File: config.mk
export PLATFORM = sky130hd
export DESIGN_NAME = psc_top
export DESIGN_NICKNAME = d
export VERILOG_FILES = /design/src/psc_pkg.sv /design/src/psc_rst_qual.sv /design/src/psc_avmm_slave.sv /design/src/psc_top.sv
export VERILOG_INCLUDE_DIRS = /design/src
export SDC_FILE = /design/constraint.sdc
export NUM_CORES = 1
export LEC_CHECK = 0
export ABC_AREA = 1
export ABC_CLOCK_PERIOD_IN_PS = 1650
export BUFFER_PORTS_ARGS = -buffer_cell sky130_fd_sc_hd__buf_2
export CAP_MARGIN = 20
export CORE_ASPECT_RATIO = 1.2
export CORE_MARGIN = 1.5
export CORE_UTILIZATION = 40
export DETAILED_ROUTE_END_ITERATION = 12
export PLACE_DENSITY_LB_ADDON = 0.1
export SYNTH_ARGS = -nofsm -noshare
export SYNTH_HDL_FRONTEND = slang
export SYNTH_SLANG_ARGS = --single-unit
File: constraint.sdc
create_clock -name sys_clk -period 1.65 [get_ports sys_clk]
set_clock_uncertainty 0.2 [all_clocks]
set_input_delay 0.165 -clock sys_clk [delete_from_list [all_inputs] [get_ports sys_clk]]
set_output_delay 0.165 -clock sys_clk [all_outputs]
set_load 0.005 [all_outputs]
File: src/psc_defines.svh
// register map, field positions, reset values and timing counts of the power control block
`ifndef PSC_DEFINES_SVH
`define PSC_DEFINES_SVH

// register index and byte address on the bus
`define PSC_PWR_IDX 8'h87
`define PSC_PWR_ADDR {2'h0, `PSC_PWR_IDX, 2'h0}
`define PSC_ADDR_W 12

// power control fields
`define PSC_BIT_IDLE 0
`define PSC_BIT_PDOWN 1
`define PSC_BIT_GF0 2
`define PSC_BIT_GF1 3
`define PSC_BIT_BAUD 7
`define PSC_PWR_RST 8'h00

// serial port mode in which baud doubling has no effect
`define PSC_SER_MODE0 2'h0

// reset hold time: two machine cycles of twelve oscillator periods
`define PSC_RST_HOLD_OSC 24
`define PSC_CLK_PER_OSC 1
`define PSC_RST_HOLD_CYC 5'(`PSC_RST_HOLD_OSC * `PSC_CLK_PER_OSC)

// bus answer for an unmapped or reserved location
`define PSC_RD_ZERO 32'h0000_0000
`define PSC_BYTE0_HI 7

`endif

File: src/psc_pkg.sv
// types shared by the power control block
package psc_pkg;

	// one-hot mode states
	typedef enum logic [3:0] {
		PSC_ST_RUN   = 4'h1,
		PSC_ST_IDLE  = 4'h2,
		PSC_ST_PDOWN = 4'h4,
		PSC_ST_WAKE  = 4'h8
	} psc_state_t;

	// bus strobes toward external memory
	typedef struct packed {
		logic ale;
		logic program_fetch_strobe;
	} psc_strobe_t;

	// four 8-bit ports
	typedef struct packed {
		logic [7:0] p3;
		logic [7:0] p2;
		logic [7:0] p1;
		logic [7:0] p0;
	} psc_ports_t;

	// power control register contents
	typedef struct packed {
		logic baud_double_bit;
		logic general_flag_1;
		logic general_flag_0;
		logic powerdown_bit;
		logic idle_bit;
	} psc_pwrctl_t;

endpackage

File: src/psc_rst_qual.sv
// reset pin synchroniser and hold-time qualifier
`timescale 1ns/1ps
`include "psc_defines.svh"

module psc_rst_qual (
	// clock and block reset
	input wire logic sys_clk,
	input wire logic srst,
	// reset pin, asynchronous
	input wire logic rst_pin,
	// qualified results
	output logic pin_high,
	output logic int_rst
);

	logic sync1_r;
	logic sync2_r;
	logic [4:0] cnt_r;
	logic [4:0] cnt_nxt;
	logic int_rst_r;
	logic int_rst_nxt;

	// count consecutive high cycles, saturate at the hold time
	always_comb begin
		cnt_nxt = 5'h00;
		if (sync2_r) begin
			if (cnt_r == `PSC_RST_HOLD_CYC) begin
				cnt_nxt = cnt_r;
			end else begin
				cnt_nxt = cnt_r + 5'h01;
			end
		end
		// reset held each cycle until the pin falls
		int_rst_nxt = sync2_r && (cnt_nxt == `PSC_RST_HOLD_CYC);
	end

	always_ff @(posedge sys_clk) begin
		if (srst) begin
			sync1_r <= 1'b0;
			sync2_r <= 1'b0;
			cnt_r <= 5'h00;
			int_rst_r <= 1'b0;
		end else begin
			sync1_r <= rst_pin;
			sync2_r <= sync1_r;
			cnt_r <= cnt_nxt;
			int_rst_r <= int_rst_nxt;
		end
	end

	assign pin_high = sync2_r;
	assign int_rst = int_rst_r;

endmodule

File: src/psc_avmm_slave.sv
// avalon-mm slave front end with one wait state
`timescale 1ns/1ps
`include "psc_defines.svh"

module psc_avmm_slave (
	// clock and reset
	input wire logic sys_clk,
	input wire logic srst,
	// avalon-mm slave
	input wire logic [`PSC_ADDR_W-1:0] avs_address,
	input wire logic avs_read,
	input wire logic avs_write,
	input wire logic [31:0] avs_writedata,
	input wire logic [3:0] avs_byteenable,
	output logic [31:0] avs_readdata,
	output logic avs_waitrequest,
	// register side
	input wire logic [7:0] reg_rdata,
	output logic reg_wr,
	output logic [7:0] reg_wdata
);

	logic wait_r;
	logic wait_nxt;
	logic [31:0] rdata_r;
	logic [31:0] rdata_nxt;
	logic hit;

	always_comb begin
		hit = (avs_address == `PSC_ADDR_W'(`PSC_PWR_ADDR));
		wait_nxt = 1'b1;
		rdata_nxt = rdata_r;
		// drop waitrequest for one cycle per request
		if ((avs_read || avs_write) && wait_r) begin
			wait_nxt = 1'b0;
			rdata_nxt = hit ? {24'h000000, reg_rdata} : `PSC_RD_ZERO;
		end
	end

	always_ff @(posedge sys_clk) begin
		if (srst) begin
			wait_r <= 1'b1;
			rdata_r <= `PSC_RD_ZERO;
		end else begin
			wait_r <= wait_nxt;
			rdata_r <= rdata_nxt;
		end
	end

	// write commits at the edge that sees waitrequest low
	assign reg_wr = avs_write && !wait_r && hit && avs_byteenable[0];
	assign reg_wdata = avs_writedata[`PSC_BYTE0_HI:0];
	assign avs_waitrequest = wait_r;
	assign avs_readdata = rdata_r;

endmodule

File: src/psc_top.sv
// power saving controller: idle and power-down sequencing around the cpu core
`timescale 1ns/1ps
`include "psc_defines.svh"

// What this block does
// - an instruction setting the idle bit is the last one before idle starts
// - idle stops only the cpu clock; interrupts, timers, serial keep running
// - all cpu state is kept through idle
// - entering idle, port pins hold their levels; both strobes driven high
// - an enabled interrupt in idle clears the idle bit and wakes the cpu
// - after the interrupt return, execution resumes after the idle instruction
// - two general flag bits are readable and writable by software
// - a reset of two machine cycles, 24 oscillator periods, also ends idle
// - top register bit doubles serial baud rate in serial modes 1, 2, 3
// - writing power-down and idle together enters power-down, not idle
// - reset clears bit 7 and bits 3..0; bits 6..4 are reserved
// - an instruction setting the power-down bit is the last before power-down
// - power-down stops the oscillator, keeping ram and register contents
// - power-down drives ports from their registers and both strobes low
// - only a hardware reset leaves power-down; it reinitialises registers
// - the reset ending power-down restarts the oscillator
// - reset pin high for 24 periods; internal reset repeats while it stays high
module psc_top (
	// clock and reset
	input wire logic sys_clk,
	input wire logic srst,
	// avalon-mm register bus
	input wire logic [`PSC_ADDR_W-1:0] avs_address,
	input wire logic avs_read,
	input wire logic avs_write,
	input wire logic [31:0] avs_writedata,
	input wire logic [3:0] avs_byteenable,
	output logic [31:0] avs_readdata,
	output logic avs_waitrequest,
	// reset pin, asynchronous
	input wire logic rst_pin,
	// cpu core and interrupt system
	input wire logic cpu_instr_end,
	input wire logic irq_active,
	input wire logic [1:0] serial_mode,
	output logic cpu_clk_en,
	output logic periph_clk_en,
	output logic idle_wake,
	output logic sfr_reset,
	output logic baud_double,
	// oscillator control
	output logic osc_enable,
	// strobes and ports
	input wire psc_pkg::psc_strobe_t core_strobe,
	input wire psc_pkg::psc_ports_t core_port,
	input wire psc_pkg::psc_ports_t port_reg,
	output psc_pkg::psc_strobe_t strobe_out,
	output psc_pkg::psc_ports_t port_out
);

	logic reg_wr;
	logic [7:0] reg_wdata;
	logic [7:0] reg_rdata;
	logic pin_high;
	logic int_rst;

	psc_pkg::psc_state_t st_r;
	psc_pkg::psc_state_t st_nxt;
	psc_pkg::psc_pwrctl_t pwr_r;
	psc_pkg::psc_pwrctl_t pwr_nxt;

	logic cpu_clk_en_r;
	logic cpu_clk_en_nxt;
	logic periph_clk_en_r;
	logic periph_clk_en_nxt;
	logic osc_enable_r;
	logic osc_enable_nxt;
	logic idle_wake_r;
	logic idle_wake_nxt;
	logic sfr_reset_r;
	logic baud_double_r;
	logic baud_double_nxt;
	psc_pkg::psc_strobe_t strobe_r;
	psc_pkg::psc_strobe_t strobe_nxt;
	psc_pkg::psc_ports_t port_r;
	psc_pkg::psc_ports_t port_nxt;

	// modes whose clocks stay alive
	function automatic logic periph_alive(input psc_pkg::psc_state_t st);
		periph_alive = (st == psc_pkg::PSC_ST_RUN) || (st == psc_pkg::PSC_ST_IDLE);
	endfunction

	psc_avmm_slave u_slave (
		.sys_clk(sys_clk),
		.srst(srst),
		.avs_address(avs_address),
		.avs_read(avs_read),
		.avs_write(avs_write),
		.avs_writedata(avs_writedata),
		.avs_byteenable(avs_byteenable),
		.avs_readdata(avs_readdata),
		.avs_waitrequest(avs_waitrequest),
		.reg_rdata(reg_rdata),
		.reg_wr(reg_wr),
		.reg_wdata(reg_wdata)
	);

	psc_rst_qual u_rst (
		.sys_clk(sys_clk),
		.srst(srst),
		.rst_pin(rst_pin),
		.pin_high(pin_high),
		.int_rst(int_rst)
	);

	// reserved bits 6..4 read as zero
	always_comb begin
		reg_rdata = `PSC_PWR_RST;
		reg_rdata[`PSC_BIT_BAUD] = pwr_r.baud_double_bit;
		reg_rdata[`PSC_BIT_GF1] = pwr_r.general_flag_1;
		reg_rdata[`PSC_BIT_GF0] = pwr_r.general_flag_0;
		reg_rdata[`PSC_BIT_PDOWN] = pwr_r.powerdown_bit;
		reg_rdata[`PSC_BIT_IDLE] = pwr_r.idle_bit;
	end

	// mode and register sequencing
	always_comb begin
		st_nxt = st_r;
		pwr_nxt = pwr_r;
		idle_wake_nxt = 1'b0;
		if (reg_wr) begin
			pwr_nxt.general_flag_1 = reg_wdata[`PSC_BIT_GF1];
			pwr_nxt.general_flag_0 = reg_wdata[`PSC_BIT_GF0];
			pwr_nxt.baud_double_bit = reg_wdata[`PSC_BIT_BAUD];
			pwr_nxt.powerdown_bit = reg_wdata[`PSC_BIT_PDOWN];
			pwr_nxt.idle_bit = reg_wdata[`PSC_BIT_IDLE];
		end
		case (st_r)
			psc_pkg::PSC_ST_RUN: begin
				// power-down begins at the end of the writing instruction
				// power-down wins when both bits are set
				if (cpu_instr_end && pwr_r.powerdown_bit) begin
					st_nxt = psc_pkg::PSC_ST_PDOWN;
				// idle begins at the end of the writing instruction
				end else if (cpu_instr_end && pwr_r.idle_bit) begin
					st_nxt = psc_pkg::PSC_ST_IDLE;
				end
			end
			psc_pkg::PSC_ST_IDLE: begin
				// enabled interrupt clears idle, software set wins
				if (irq_active && !(reg_wr && reg_wdata[`PSC_BIT_IDLE])) begin
					pwr_nxt.idle_bit = 1'b0;
					st_nxt = psc_pkg::PSC_ST_RUN;
					idle_wake_nxt = 1'b1;
				end
			end
			psc_pkg::PSC_ST_PDOWN: begin
				if (pin_high) begin
					st_nxt = psc_pkg::PSC_ST_WAKE;
				end
			end
			psc_pkg::PSC_ST_WAKE: begin
				// pulse too short to qualify: oscillator stops again
				if (!pin_high) begin
					st_nxt = psc_pkg::PSC_ST_PDOWN;
				end
			end
			default: begin
				st_nxt = psc_pkg::PSC_ST_RUN;
			end
		endcase
		// reset is the only way out of power-down
		if (int_rst) begin
			st_nxt = psc_pkg::PSC_ST_RUN;
			pwr_nxt = '0;
			idle_wake_nxt = 1'b0;
		end
	end

	// outputs derived from the next mode
	always_comb begin
		// only the cpu clock is gated in idle
		// cpu state is held because its clock stops
		cpu_clk_en_nxt = (st_nxt == psc_pkg::PSC_ST_RUN);
		periph_clk_en_nxt = periph_alive(st_nxt);
		osc_enable_nxt = (st_nxt != psc_pkg::PSC_ST_PDOWN);
		// baud doubling only outside serial mode 0
		baud_double_nxt = pwr_nxt.baud_double_bit && (serial_mode != `PSC_SER_MODE0);
		strobe_nxt = core_strobe;
		port_nxt = core_port;
		case (st_nxt)
			psc_pkg::PSC_ST_RUN: begin
				strobe_nxt = core_strobe;
				port_nxt = core_port;
			end
			psc_pkg::PSC_ST_IDLE: begin
				strobe_nxt = '{ale: 1'b1, program_fetch_strobe: 1'b1};
				port_nxt = port_r;
			end
			psc_pkg::PSC_ST_PDOWN, psc_pkg::PSC_ST_WAKE: begin
				// ports from their registers, strobes low
				strobe_nxt = '{ale: 1'b0, program_fetch_strobe: 1'b0};
				port_nxt = port_reg;
			end
			default: begin
				strobe_nxt = core_strobe;
				port_nxt = core_port;
			end
		endcase
	end

	always_ff @(posedge sys_clk) begin
		if (srst) begin
			st_r <= psc_pkg::PSC_ST_RUN;
			pwr_r <= '0;
			cpu_clk_en_r <= 1'b1;
			periph_clk_en_r <= 1'b1;
			osc_enable_r <= 1'b1;
			idle_wake_r <= 1'b0;
			sfr_reset_r <= 1'b1;
			baud_double_r <= 1'b0;
			strobe_r <= '0;
			port_r <= '0;
		end else begin
			st_r <= st_nxt;
			pwr_r <= pwr_nxt;
			cpu_clk_en_r <= cpu_clk_en_nxt;
			periph_clk_en_r <= periph_clk_en_nxt;
			osc_enable_r <= osc_enable_nxt;
			idle_wake_r <= idle_wake_nxt;
			// repeated while the pin stays high
			sfr_reset_r <= int_rst;
			baud_double_r <= baud_double_nxt;
			strobe_r <= strobe_nxt;
			port_r <= port_nxt;
		end
	end

	// cpu resumes from its held program counter once ungated
	assign cpu_clk_en = cpu_clk_en_r;
	assign periph_clk_en = periph_clk_en_r;
	assign osc_enable = osc_enable_r;
	assign idle_wake = idle_wake_r;
	assign sfr_reset = sfr_reset_r;
	assign baud_double = baud_double_r;
	assign strobe_out = strobe_r;
	assign port_out = port_r;

	AST_IDLE_ENTRY: assert property (@(posedge sys_clk) disable iff (srst)
		(st_r == psc_pkg::PSC_ST_RUN) && cpu_instr_end && pwr_r.idle_bit
		&& !pwr_r.powerdown_bit && !int_rst
		|=> (st_r == psc_pkg::PSC_ST_IDLE) && !cpu_clk_en)
		else $error("idle not entered after instruction end");

	AST_IDLE_CLOCKS: assert property (@(posedge sys_clk) disable iff (srst)
		(st_r == psc_pkg::PSC_ST_IDLE) |-> !cpu_clk_en && periph_clk_en && osc_enable)
		else $error("wrong clock gating in idle");

	AST_IDLE_PINS: assert property (@(posedge sys_clk) disable iff (srst)
		(st_r == psc_pkg::PSC_ST_IDLE) && $past(st_r == psc_pkg::PSC_ST_IDLE)
		|-> $stable(port_out) && strobe_out.ale && strobe_out.program_fetch_strobe)
		else $error("idle pins not held");

	AST_IDLE_WAKE: assert property (@(posedge sys_clk) disable iff (srst)
		(st_r == psc_pkg::PSC_ST_IDLE) && irq_active && !reg_wr && !int_rst
		|=> idle_wake && !pwr_r.idle_bit && cpu_clk_en ##1 !idle_wake)
		else $error("interrupt did not end idle");

	AST_PDOWN_PRIORITY: assert property (@(posedge sys_clk) disable iff (srst)
		(st_r == psc_pkg::PSC_ST_RUN) && cpu_instr_end && pwr_r.powerdown_bit && !int_rst
		|=> (st_r == psc_pkg::PSC_ST_PDOWN) && !osc_enable)
		else $error("power-down not entered");

	AST_PDOWN_PINS: assert property (@(posedge sys_clk) disable iff (srst)
		(st_r == psc_pkg::PSC_ST_PDOWN) |-> !strobe_out.ale && !strobe_out.program_fetch_strobe
		&& (port_out == $past(port_reg)))
		else $error("power-down pins wrong");

	AST_PDOWN_EXIT: assert property (@(posedge sys_clk) disable iff (srst)
		(st_r == psc_pkg::PSC_ST_PDOWN) && !int_rst
		|=> (st_r == psc_pkg::PSC_ST_PDOWN) || (st_r == psc_pkg::PSC_ST_WAKE))
		else $error("power-down left without reset");

	AST_RST_CLEARS: assert property (@(posedge sys_clk) disable iff (srst)
		int_rst |=> (st_r == psc_pkg::PSC_ST_RUN) && (reg_rdata == `PSC_PWR_RST)
		&& sfr_reset && osc_enable)
		else $error("reset did not clear the mode");

	AST_BAUD: assert property (@(posedge sys_clk) disable iff (srst)
		##1 baud_double == ($past(pwr_nxt.baud_double_bit)
		&& ($past(serial_mode) != `PSC_SER_MODE0)))
		else $error("baud doubling mismatch");

	COV_IDLE_WAKE: cover property (@(posedge sys_clk) disable iff (srst)
		(st_r == psc_pkg::PSC_ST_IDLE) ##1 idle_wake);
	COV_PD_RESET: cover property (@(posedge sys_clk) disable iff (srst)
		(st_r == psc_pkg::PSC_ST_WAKE) ##1 sfr_reset);
	COV_IDLE_RESET: cover property (@(posedge sys_clk) disable iff (srst)
		(st_r == psc_pkg::PSC_ST_IDLE) && int_rst);

endmodule

Word-level counts from Yosys, hierarchy flattened
Cells that the tools add are included.
Storage, ports and cells
  output and inout bits: 73
  bits of input ports: 123
  register bits after elaboration: 90
Cells by class
  muxes and demuxes: 18
  reductions and logical operators: 18
  equality and inequality tests: 12
  bitwise operators: 1
  add/subtract/negate cells: 1
Operators with widths (number)
  $pmux W32 S2: 1
  $mux W4: 6
  $mux W5: 4
  $pmux W4 S4: 1
  $eq A12 B10 Y1 const B: 1
  $eq A5 B5 Y1 const B: 2
  $logic_and A1 B1 Y1: 10
  $eq A4 B1 Y1 const B: 2
  $eq A4 B2 Y1 const B: 2
  $eq A4 B3 Y1 const B: 2
  $eq A4 B4 Y1 const B: 2
  $mux W8: 1
  $add A5 B1 Y5 const B: 1
  $mux W1: 4
  $ne A4 B3 Y1 const B: 1
  $pmux W2 S2: 1
  $reduce_or A2 Y1: 2
  $reduce_or A3 Y1: 1
  $logic_not A1 Y1: 2
  $logic_or A1 B1 Y1: 2
  $reduce_bool A2 Y1: 1
  $not A1 Y1: 1

Logic depth before layout (Yosys ltp)
Gate-level depths: netlist of run 1.
  depth after elaboration: 13
  depth in mapped cells: 13
  depth with buffers taken out: 11

Modules after synthesis
A second synthesis of run 1 with hierarchy kept.
Unflattened totals
  cell total of the unflattened synthesis: 578
  area, all modules: 3893.7 um^2
By module, submodules not included
  psc_top: cells each 423, area each 2795.2 um^2, times used 1
  psc_avmm_slave: cells each 108, area each 749.5 um^2, times used 1
  psc_rst_qual: cells each 47, area each 349.1 um^2, times used 1

Least setup slack after synthesis of run 1
No wires, ideal clock.
  path kind: reg2reg
  start point: reg u_slave.wait_r, in the netlist u_slave.avs_waitrequest
  end point: reg port_r, in the netlist port_out[0]
  library setup time: 115 ps
  required time: 1335 ps
  stages on the path, launching flop included: 12
  path buffers: 2
  path slack: 67 ps
  data arrival time: 1268 ps
  cell sequence: dfxtp_1 -> inv_1 -> and3_1 -> nand4_2 -> nand2_1 -> nand2_1 -> nand2_1 -> buf_6 -> buf_6 -> nand3_1 -> nand2_1 -> nor2_1
Between the ends
  longest elaborated chain between the ends: 13
  elaborated cells between the ends (all ways): 15
  those cells by class: eq/ne: 3; mux: 4; reduce/logical: 8
Ends and longest elaborated chain
  start, declared: line psc_avmm_slave.sv:23  | logic wait_r;
  start signal, assigned: line psc_avmm_slave.sv:45  | wait_r <= wait_nxt;
  $logic_not A1 Y1 *: line psc_avmm_slave.sv:51  | assign reg_wr = avs_write && !wait_r && hit && avs_byteenable[0];
  $logic_and A1 B1 Y1 * (3 in a row): line psc_avmm_slave.sv:51
  $logic_and A1 B1 Y1 *: line psc_top.sv:146  | if (irq_active && !(reg_wr && reg_wdata[`PSC_BIT_IDLE])) begin
  $logic_not A1 Y1 *: line psc_top.sv:146
  $logic_and A1 B1 Y1 *: line psc_top.sv:146
  $mux W4 *: line psc_top.sv:146
  $pmux W4 S4 *: line psc_top.sv:133  | case (st_r)
  $mux W4 *: line psc_top.sv:168  | if (int_rst) begin
  $eq A4 B3 Y1 / $eq A4 B4 Y1 (equally long branches): line psc_top.sv:186  | case (st_nxt)
  $reduce_or A2 Y1: line psc_top.sv:186
  $pmux W32 S2: line psc_top.sv:186
  end signal, assigned: line psc_top.sv:230  | port_r <= port_nxt;
  end, declared: line psc_top.sv:80  | psc_pkg::psc_ports_t port_r;
Every way passes the cells marked *; elsewhere a longest branch is shown, timed or not.
A chain may end at the register's enable or synchronous reset.

Worst setup path in the final report of run 1
  start point: reg st_r[2]
  end point: reg port_r, in the netlist port_out[1]
Between the ends
  longest elaborated chain between the ends: 7
  elaborated cells between the ends (all ways): 16
  those cells by class: eq/ne: 7; mux: 8; reduce/logical: 1
Ends and longest elaborated chain
  start, declared: line psc_top.sv:62  | psc_pkg::psc_state_t st_r;
  start signal, assigned: line psc_top.sv:209  | st_r <= psc_pkg::PSC_ST_RUN;
  start signal, assigned: line psc_top.sv:220  | st_r <= st_nxt;
  $mux W4: line psc_top.sv:140  | end else if (cpu_instr_end && pwr_r.idle_bit) begin
  $mux W4: line psc_top.sv:137  | if (cpu_instr_end && pwr_r.powerdown_bit) begin
  $pmux W4 S4 *: line psc_top.sv:133
  $mux W4 *: line psc_top.sv:168
  $eq A4 B3 Y1 / $eq A4 B4 Y1 (equally long branches): line psc_top.sv:186
  $reduce_or A2 Y1: line psc_top.sv:186
  $pmux W32 S2: line psc_top.sv:186
Marked as above.

==> summary.md, run 1 <==
| Metric | Value |
|---|---|
| Layout Nets | 871 |
| Clk sinks | 63 |
| CP Depth | 12 |
| Setup CP Type | reg2reg |
| Met1 Use GR | 24.0% |
| Cell Area, Placed | 4220 um^2 |
| Post-Syn Instances | between 500 and 600 |
| HP Class | in2reg |
| DP Wirelength | 6430 um |
| Antenna Violating Nets Remaining | 0 |
| GRT busiest layer | met2 |
| Worst setup path startpoint | st_r[2] |
| Layout Cells excl Fill | 864 |
| DR WL/cell | 13.0 um |
| Synth Area in Compound Gates | 8.32% |
| Most frequent cells in the layout | 139 x buf_2, 122 x nand2_1, 68 x nand3_1, 68 x dlygate4sd3_1, 60 x dfxtp_1 |
| CP max stage delay | around 0.36 ns |
| Largest net degree at the start of global routing | 35 |
| R2R setup slack | -0.08 ns |
| Worst EP required | 1.67 ns |
| Flops & latches, synth | 63 |
| Core area | 8240 um^2 |
| Fin crit period | about 1.7 ns |
| Clk root buf | clkbuf_8 |
| Setup ws final | -0.0820 ns |
| Grt ovf | 0 |
| Peak Freq | 577 MHz |
| Multiplexer share of the synthesized area | 0% |
| Die area | 9140 um^2 |
| Hold WS | 0.00988 ns |
| Fin area | 5500 um^2 |
| Hold depth | 5 |
| WP buf/inv | 4 |
| Leak | 2.78 nW |
| Synth warn | 0 |
| FP Rows | 36 |
| Total Wirelength | about 11000 um |
| CTS tree | yes |
| Final Setup Violations | 32 |
| Kind of end point of the critical path | flip-flop |
| RSZ-0062 raised after global routing | true |
| CP startpoint kind | flip-flop |
| R2R depth | 12 |
| Max FO, Critical Path | 5 |
| Dpl cells | 768 |
| End of the worst register-to-register path | port_out[1] |
| Failing checks | setup timing |
| Adder-cell share of the synthesized area | less than 1% |
| Mapped cell area | 3430 um^2 |
| Fin crit share | 105% |
| Die H | around 100 um |
| # IOs | 196 |
| First-pass GRT wire length | 16300 um |
| Area share of xor/xnor cells in the synthesized design | 0.766% |
| Max VDD drop | 550 uV |
| WP data arrival | 1.75 ns |
| Clock slew at reported path FFs | 0.06 ns |
| H-Tree Depth | 3 |
| All-Layer GR Usage | 22.6% |
| DR iter-0 viols | 156 |
| DRC Markers | 0 |
| Final Max Slew Viols | 0 |
| Power Total | between 0.003 and 0.004 W |
| Initial antenna violation count | 0 |
| Mean Syn Cell Area | roughly 6.6 um^2 |
| Largest delay share family, worst path | simple AND/OR/NAND/NOR gates |
| TritonCTS Buffers | 9 |
| Drt pass-1 iters | 4 |
| Commonest non-fill, non-tap cell in the layout | buf_2 |
| Placer Congestion | 0.766 |
| Met2 Use GR | 41.4% |
| Met3 usage in global routing | 4.52% |
| CP max stage cell | dfxtp_4 |
| Outcome | finished, violations left |
| Total vias in the final route | 4009 |
| Post-synthesis cell type count | 28 |
| Layout area overhead | 60.3% |
| Vias in the first global route | 3708 |
| Clk_lat worst skew | 0.33 ns |
| RR Startpoint | st_r[2] |
| Hold Fails Final Rpt | 0 |
| Synth Area in Simple Gates | 35.2% |
| Largest family of logic cells by synthesized area | simple AND/OR/NAND/NOR gates |
| Seq/Total Area, Yosys | between 30 and 40% |
| Die width | 87.5 um |
| Fillers | 714 |
| Crit-path cells | nor2_4 > nand3_2 > inv_2 > nand2_2 > inv_2 > nand3_2 > nand2_4 > buf_12 > clkbuf_16 > nand3_1 > nand2_1 > nor2_1 |
| Via/cell ratio | 4.64 |
| Max cap viols | 0 |
| Starting density of the core | 41.6% |
| Total power per unit cell area | a little over 600 nW/um^2 |
| Share of cells above drive strength 1 | 31.7% |
| Crit path to | port_out[1] |
| N_diodes | 0 |
| Port bufs | between 100 and 150 |
| Longest Clk Path Bufs | 2 |
[cell type report]
cell class	count	area [um^2]	share of cell area (%)
repair buffers	245	1890	34.4
clock buffers	15	176	3.21
multi-input cells	366	1790	32.6
well taps	114	143	2.60
flip-flops and latches	63	1270	23.1
inverters	61	229	4.17
[registers in the layout, indices dropped and copies added (netlist names), 2 cells and up]
name                  flops
pwr_r                     5
u_slave.avs_readdata      5
u_rst.cnt_r               5
port_out                 32
st_r                      4
strobe_out                2
[Yosys cell counts (all sizes together)]
cell    count  area (um^2)
a21oi      45          225
conb        1         3.75
clkbuf      6         22.5
nor4        1         6.26
xor2        3         26.3
nand3b      1         7.51
o211ai      1         7.51
o21a        1         7.51
buf        50          369
nand3      76          380
dfxtp      63         1260
nand4       2         18.8
and3        1         6.26
nor2       60          240
nor3        2         21.3
nand2     135          527
o21ai       9         45.0
inv        61          229
ha          2         25.0
[cells by family after synthesis]
family                     Yosys count
xor gates and xnor gates             3
AOI/OAI and AO/OA                   56
adders and majority gates            2
DFF                                 63
buffers and inverters              117
and+or+nand+nor                    278
other                                1
[power breakdown]
part           total, W  switching (W)  leakage [nW]  internal, W
clock network   0.00122       0.000556        0.0898     0.000663
registers       0.00161      0.0000283         0.521      0.00158
logic          0.000533       0.000231          2.17     0.000302
[worst min-delay path, cell delays in order]
cell     delay (ns)
buf_2          0.07
nand3_1        0.06
nand2_1        0.10
a21oi_2        0.03
nor2_1         0.07
[routing by layer]
layer  up-vias  wire length (um)
met1      1804              4370
met5         -                 0
met4         0               408
li1       2026                 -
met2       140              5800
met3        39               647
[what timing repair did]
item | in CTS | in global routing
cloned | 4 | 5
setup endpoints to repair | 35 | 37
endpoints found under the hold margin | 48 | 0
buffers inserted | 4 | 0
pin swaps | 5 | 11
gates resized for setup | 21 | 31
hold buffers | 68 | 0
[how the worst min path moves through the flow]
stage,start,end
after floorplan,rst_pin,u_rst.sync1_r
after global placement,serial_mode[0],baud_double
after global routing,core_port[20],port_out[20]
final,core_port[13],port_out[13]
after CTS,core_port[1],port_out[1]
after detailed placement,serial_mode[0],baud_double
[per-stage QoR]
| step | TNS, ns | utilization, % | worst slack, ns |
|---|---|---|---|
| 6_report | -1.16 | 66.7 | -0.0820 |
| 2_1_floorplan | 0 | - | 0.0671 |
| 4_1_cts | -0.0904 | 64.0 | -0.0116 |
| 3_3_place_gp | -0.429 | 51.2 | -0.0229 |
| 3_5_place_dp | -3.16 | 51.2 | -0.112 |
| 5_1_grt | -4.72 | 66.7 | -0.191 |
Note: power is estimated with default switching activity, not from simulation.
==> run 2, diff against run 1 <==
CORE_ASPECT_RATIO = 1.5   (was 1.2)
==> run 2 against run 1 <==
Against the previous run:
- the run ends with hold timing, setup timing left
- count of clock-buffer cells in the layout decreased by 2
- sequential share of layout area rose by 0.15 points
- clock power grew 39%
- register-to-register slack gained 0.03 ns
- combinational power down 4.1%
- sequential cell count unchanged
- routed wire length shrank 7.7%
- critical path type unchanged
- worst setup slack better by 0.033 ns
- global-route usage down 0.66 points
- power rose by 14%
- highest routed layer unchanged
- non-clock buffer count shrank 15
==> summary.md, run 2 (synthesis gave the netlist of run 1 again) <==
| Metric | Value |
|---|---|
| Outcome | finished, violations left |
| Failing checks | hold timing, setup timing |
| Power share of the clock group | 44.3% |
| Clk sinks | 63 |
| Setup CP Type | reg2reg |
| Die H | 116 um |
| Sw Share | a little under a quarter |
| DR iter-0 viols | ~160 |
| Final Max Slew Viols | 0 |
| Longest Clk Path Bufs | 2 |
| Met3 usage in global routing | 3.13% |
| RSZ-0062 raised after global routing | true |
| End of the worst register-to-register path | port_out[1] |
| Crit-path cells | nor2_4 > nand3_2 > inv_2 > nand2_1 > inv_2 > nand3_4 > nand2_8 > buf_12 > clkbuf_16 > a21oi_1 > nor2_1 |
| Layout area overhead | 59.2% |
| Drt pass-1 iters | 4 |
| Vias in the first global route | 3587 |
| Share of cells above drive strength 1 | 34.7% |
| Clk root buf | clkbuf_16 |
| Final Setup Violations | 26 |
| Leak | 2.75 nW |
| Clk_lat worst skew | 0.32 ns |
| Layout Nets | 856 |
| Max FO, Critical Path | 8 |
| N_diodes | 0 |
| Met2 Use GR | 41.9% |
| Fin crit period | 1.70 ns |
| R2R setup slack | -0.05 ns |
| R2R depth | 11 |
| Kind of end point of the critical path | flip-flop |
| H-Tree Depth | 3 |
| Antenna Violating Nets Remaining | 0 |
| First-pass GRT wire length | 15800 um |
| CP max stage cell | dfxtp_2 |
| Grt ovf | 0 |
| Hold WS | -0.00283 ns |
| GRT busiest layer | met2 |
| Comb power frac | 13.4% |
| Largest net degree at the start of global routing | 51 |
| WP data arrival | 1.76 ns |
| CP max stage delay | about 0.33 ns |
| Most frequent CP cell | inv_2 |
| HP Class | in2reg |
| Clock slew at reported path FFs | 0.05 ns |
| Via/cell ratio | 4.58 |
| CP startpoint kind | flip-flop |
| Setup WS pre-CTS | -0.0940 ns |
| Most frequent cells in the layout | 138 x buf_2, 111 x nand2_1, 73 x nand3_1 |
| Final core utilization | 65.3% |
| Peak Freq | 589 MHz |
| Total Wirelength | 10400 um |
| NetSw | 0.000866 W |
| Fin crit share | 103% |
| Worst EP required | roughly 1.7 ns |
| Hold Fails Final Rpt | 1 |
| All-Layer GR Usage | between 20% and 30% |
| Max VDD drop | roughly 610 uV |
| Max cap viols | 0 |
| Port bufs | about 140 |
| Initial antenna violation count | 0 |
| Core area | roughly 8400 um^2 |
| Worst-Margin Slew | 0.568 ns |
| FP Rows | 41 |
| Met1 Use GR | 23.4% |
| DRC Markers | 0 |
| # IOs | 196 |
| Pint | 0.00295 W |
| Total vias in the final route | 3848 |
| Total power per unit cell area | 699 nW/um^2 |
| Die area | 9150 um^2 |
| Largest register FFs | 32 |
| DR WL/cell | 12.3 um |
| Crit path to | port_out[1] |
| DP Wirelength | between 6000 and 7000 um |
| Worst setup path startpoint | st_r[3] |
| Slew margin rel. | between 60 and 70% |
| CTS tree | yes |
| Setup ws final | -0.0488 ns |
| Commonest non-fill, non-tap cell in the layout | buf_2 |
| TritonCTS Buffers | 9 |
| RR Startpoint | st_r[3] |
| Register share of total power | 42.3% |
| Die width | 78.6 um |
| Starting density of the core | approximately two fifths |
| Placer Congestion | 0.804 |
[run 2: cell types whose count changed in the layout (fill, tap and decap cells not counted), moves of 3 or more]
cell / before / now
nand3_2: 8 / 2
nand3_1: 68 / 73
nand2_1: 122 / 111
a21oi_2: 9 / 19
nand2_2: 8 / 20
buf_6: 6 / 1
clkbuf_8: 12 / 2
dlygate4sd3_1: 68 / 57
a21oi_1: 36 / 26
clkbuf_16: 3 / 12
dfxtp_2: 2 / 5
[run 2: worst min path at each step]
stage / startpoint / end / slack [ns] / cells past startpoint
after floorplan: rst_pin / u_rst.sync1_r / 0.07 / 2
after global placement: serial_mode[0] / baud_double / 0.16 / 2
after detailed placement: serial_mode[0] / baud_double / 0.16 / 2
after CTS: core_port[30] / port_out[30] / 0.001 / 5
after global routing: core_port[22] / port_out[22] / 0.02 / 5
final: port_reg[18] / port_out[18] / -0.003 / 5
[run 2: cell type report]
cell class,count,area (um^2)
clock buffer,13,260
clock inverter,1,5.00
multi-input combinational,366,1840
tap,107,134
inverter,61,229
sequential,63,1270
timing repair buffer,230,1730
fill,741,2900
[run 2: what timing repair did]
action / CTS / global route
setup endpoints to repair: 34 / 40
gates cloned: 2 / 3
pin swaps: 15 / 9
hold buffers: 57 / 0
gates resized for setup: 19 / 45
setup buffers: 3 / 2
hold endpoints to repair: 45 / 0
[run 2: worst max-delay path: cells and delay by family (launching register included)]
family | cells | cell delay, ns
simple gates | 6 | 0.61
buf+inv | 4 | 0.41
compound gates | 1 | 0.06
flops | 1 | 0.33
[run 2: routing by layer]
metal	part of all wire, %	vias up
met3	4.7	14
met1	40	1724
met4	1.8	0
li1	-	1995
met5	0	-
met2	54	115
[run 2: metrics by stage]
stage                     hold WS, ns  setup TNS (ns)  instances  power, W  instance area (um^2)
after floorplan                0.0720               0        546   0.00187                  3530
after global placement          0.164           -1.04        760   0.00202                  4230
after detailed placement        0.165           -2.35        760   0.00202                  4230
after CTS                     0.00103         -0.0116        836   0.00384                  5210
after global routing           0.0224           -3.34        841   0.00401                  5460
final                        -0.00283          -0.550        841   0.00382                  5460
[run 2: power by group through the flow]
stage / sequential, W / combinational [W] / clock (W)
after floorplan: 0.00165 / 0.000217 / 0
after global placement: 0.00164 / 0.000375 / 0
after detailed placement: 0.00164 / 0.000381 / 0
after CTS: 0.00161 / 0.000488 / 0.00174
after global routing: 0.00162 / 0.000578 / 0.00181
final: 0.00161 / 0.000511 / 0.00169
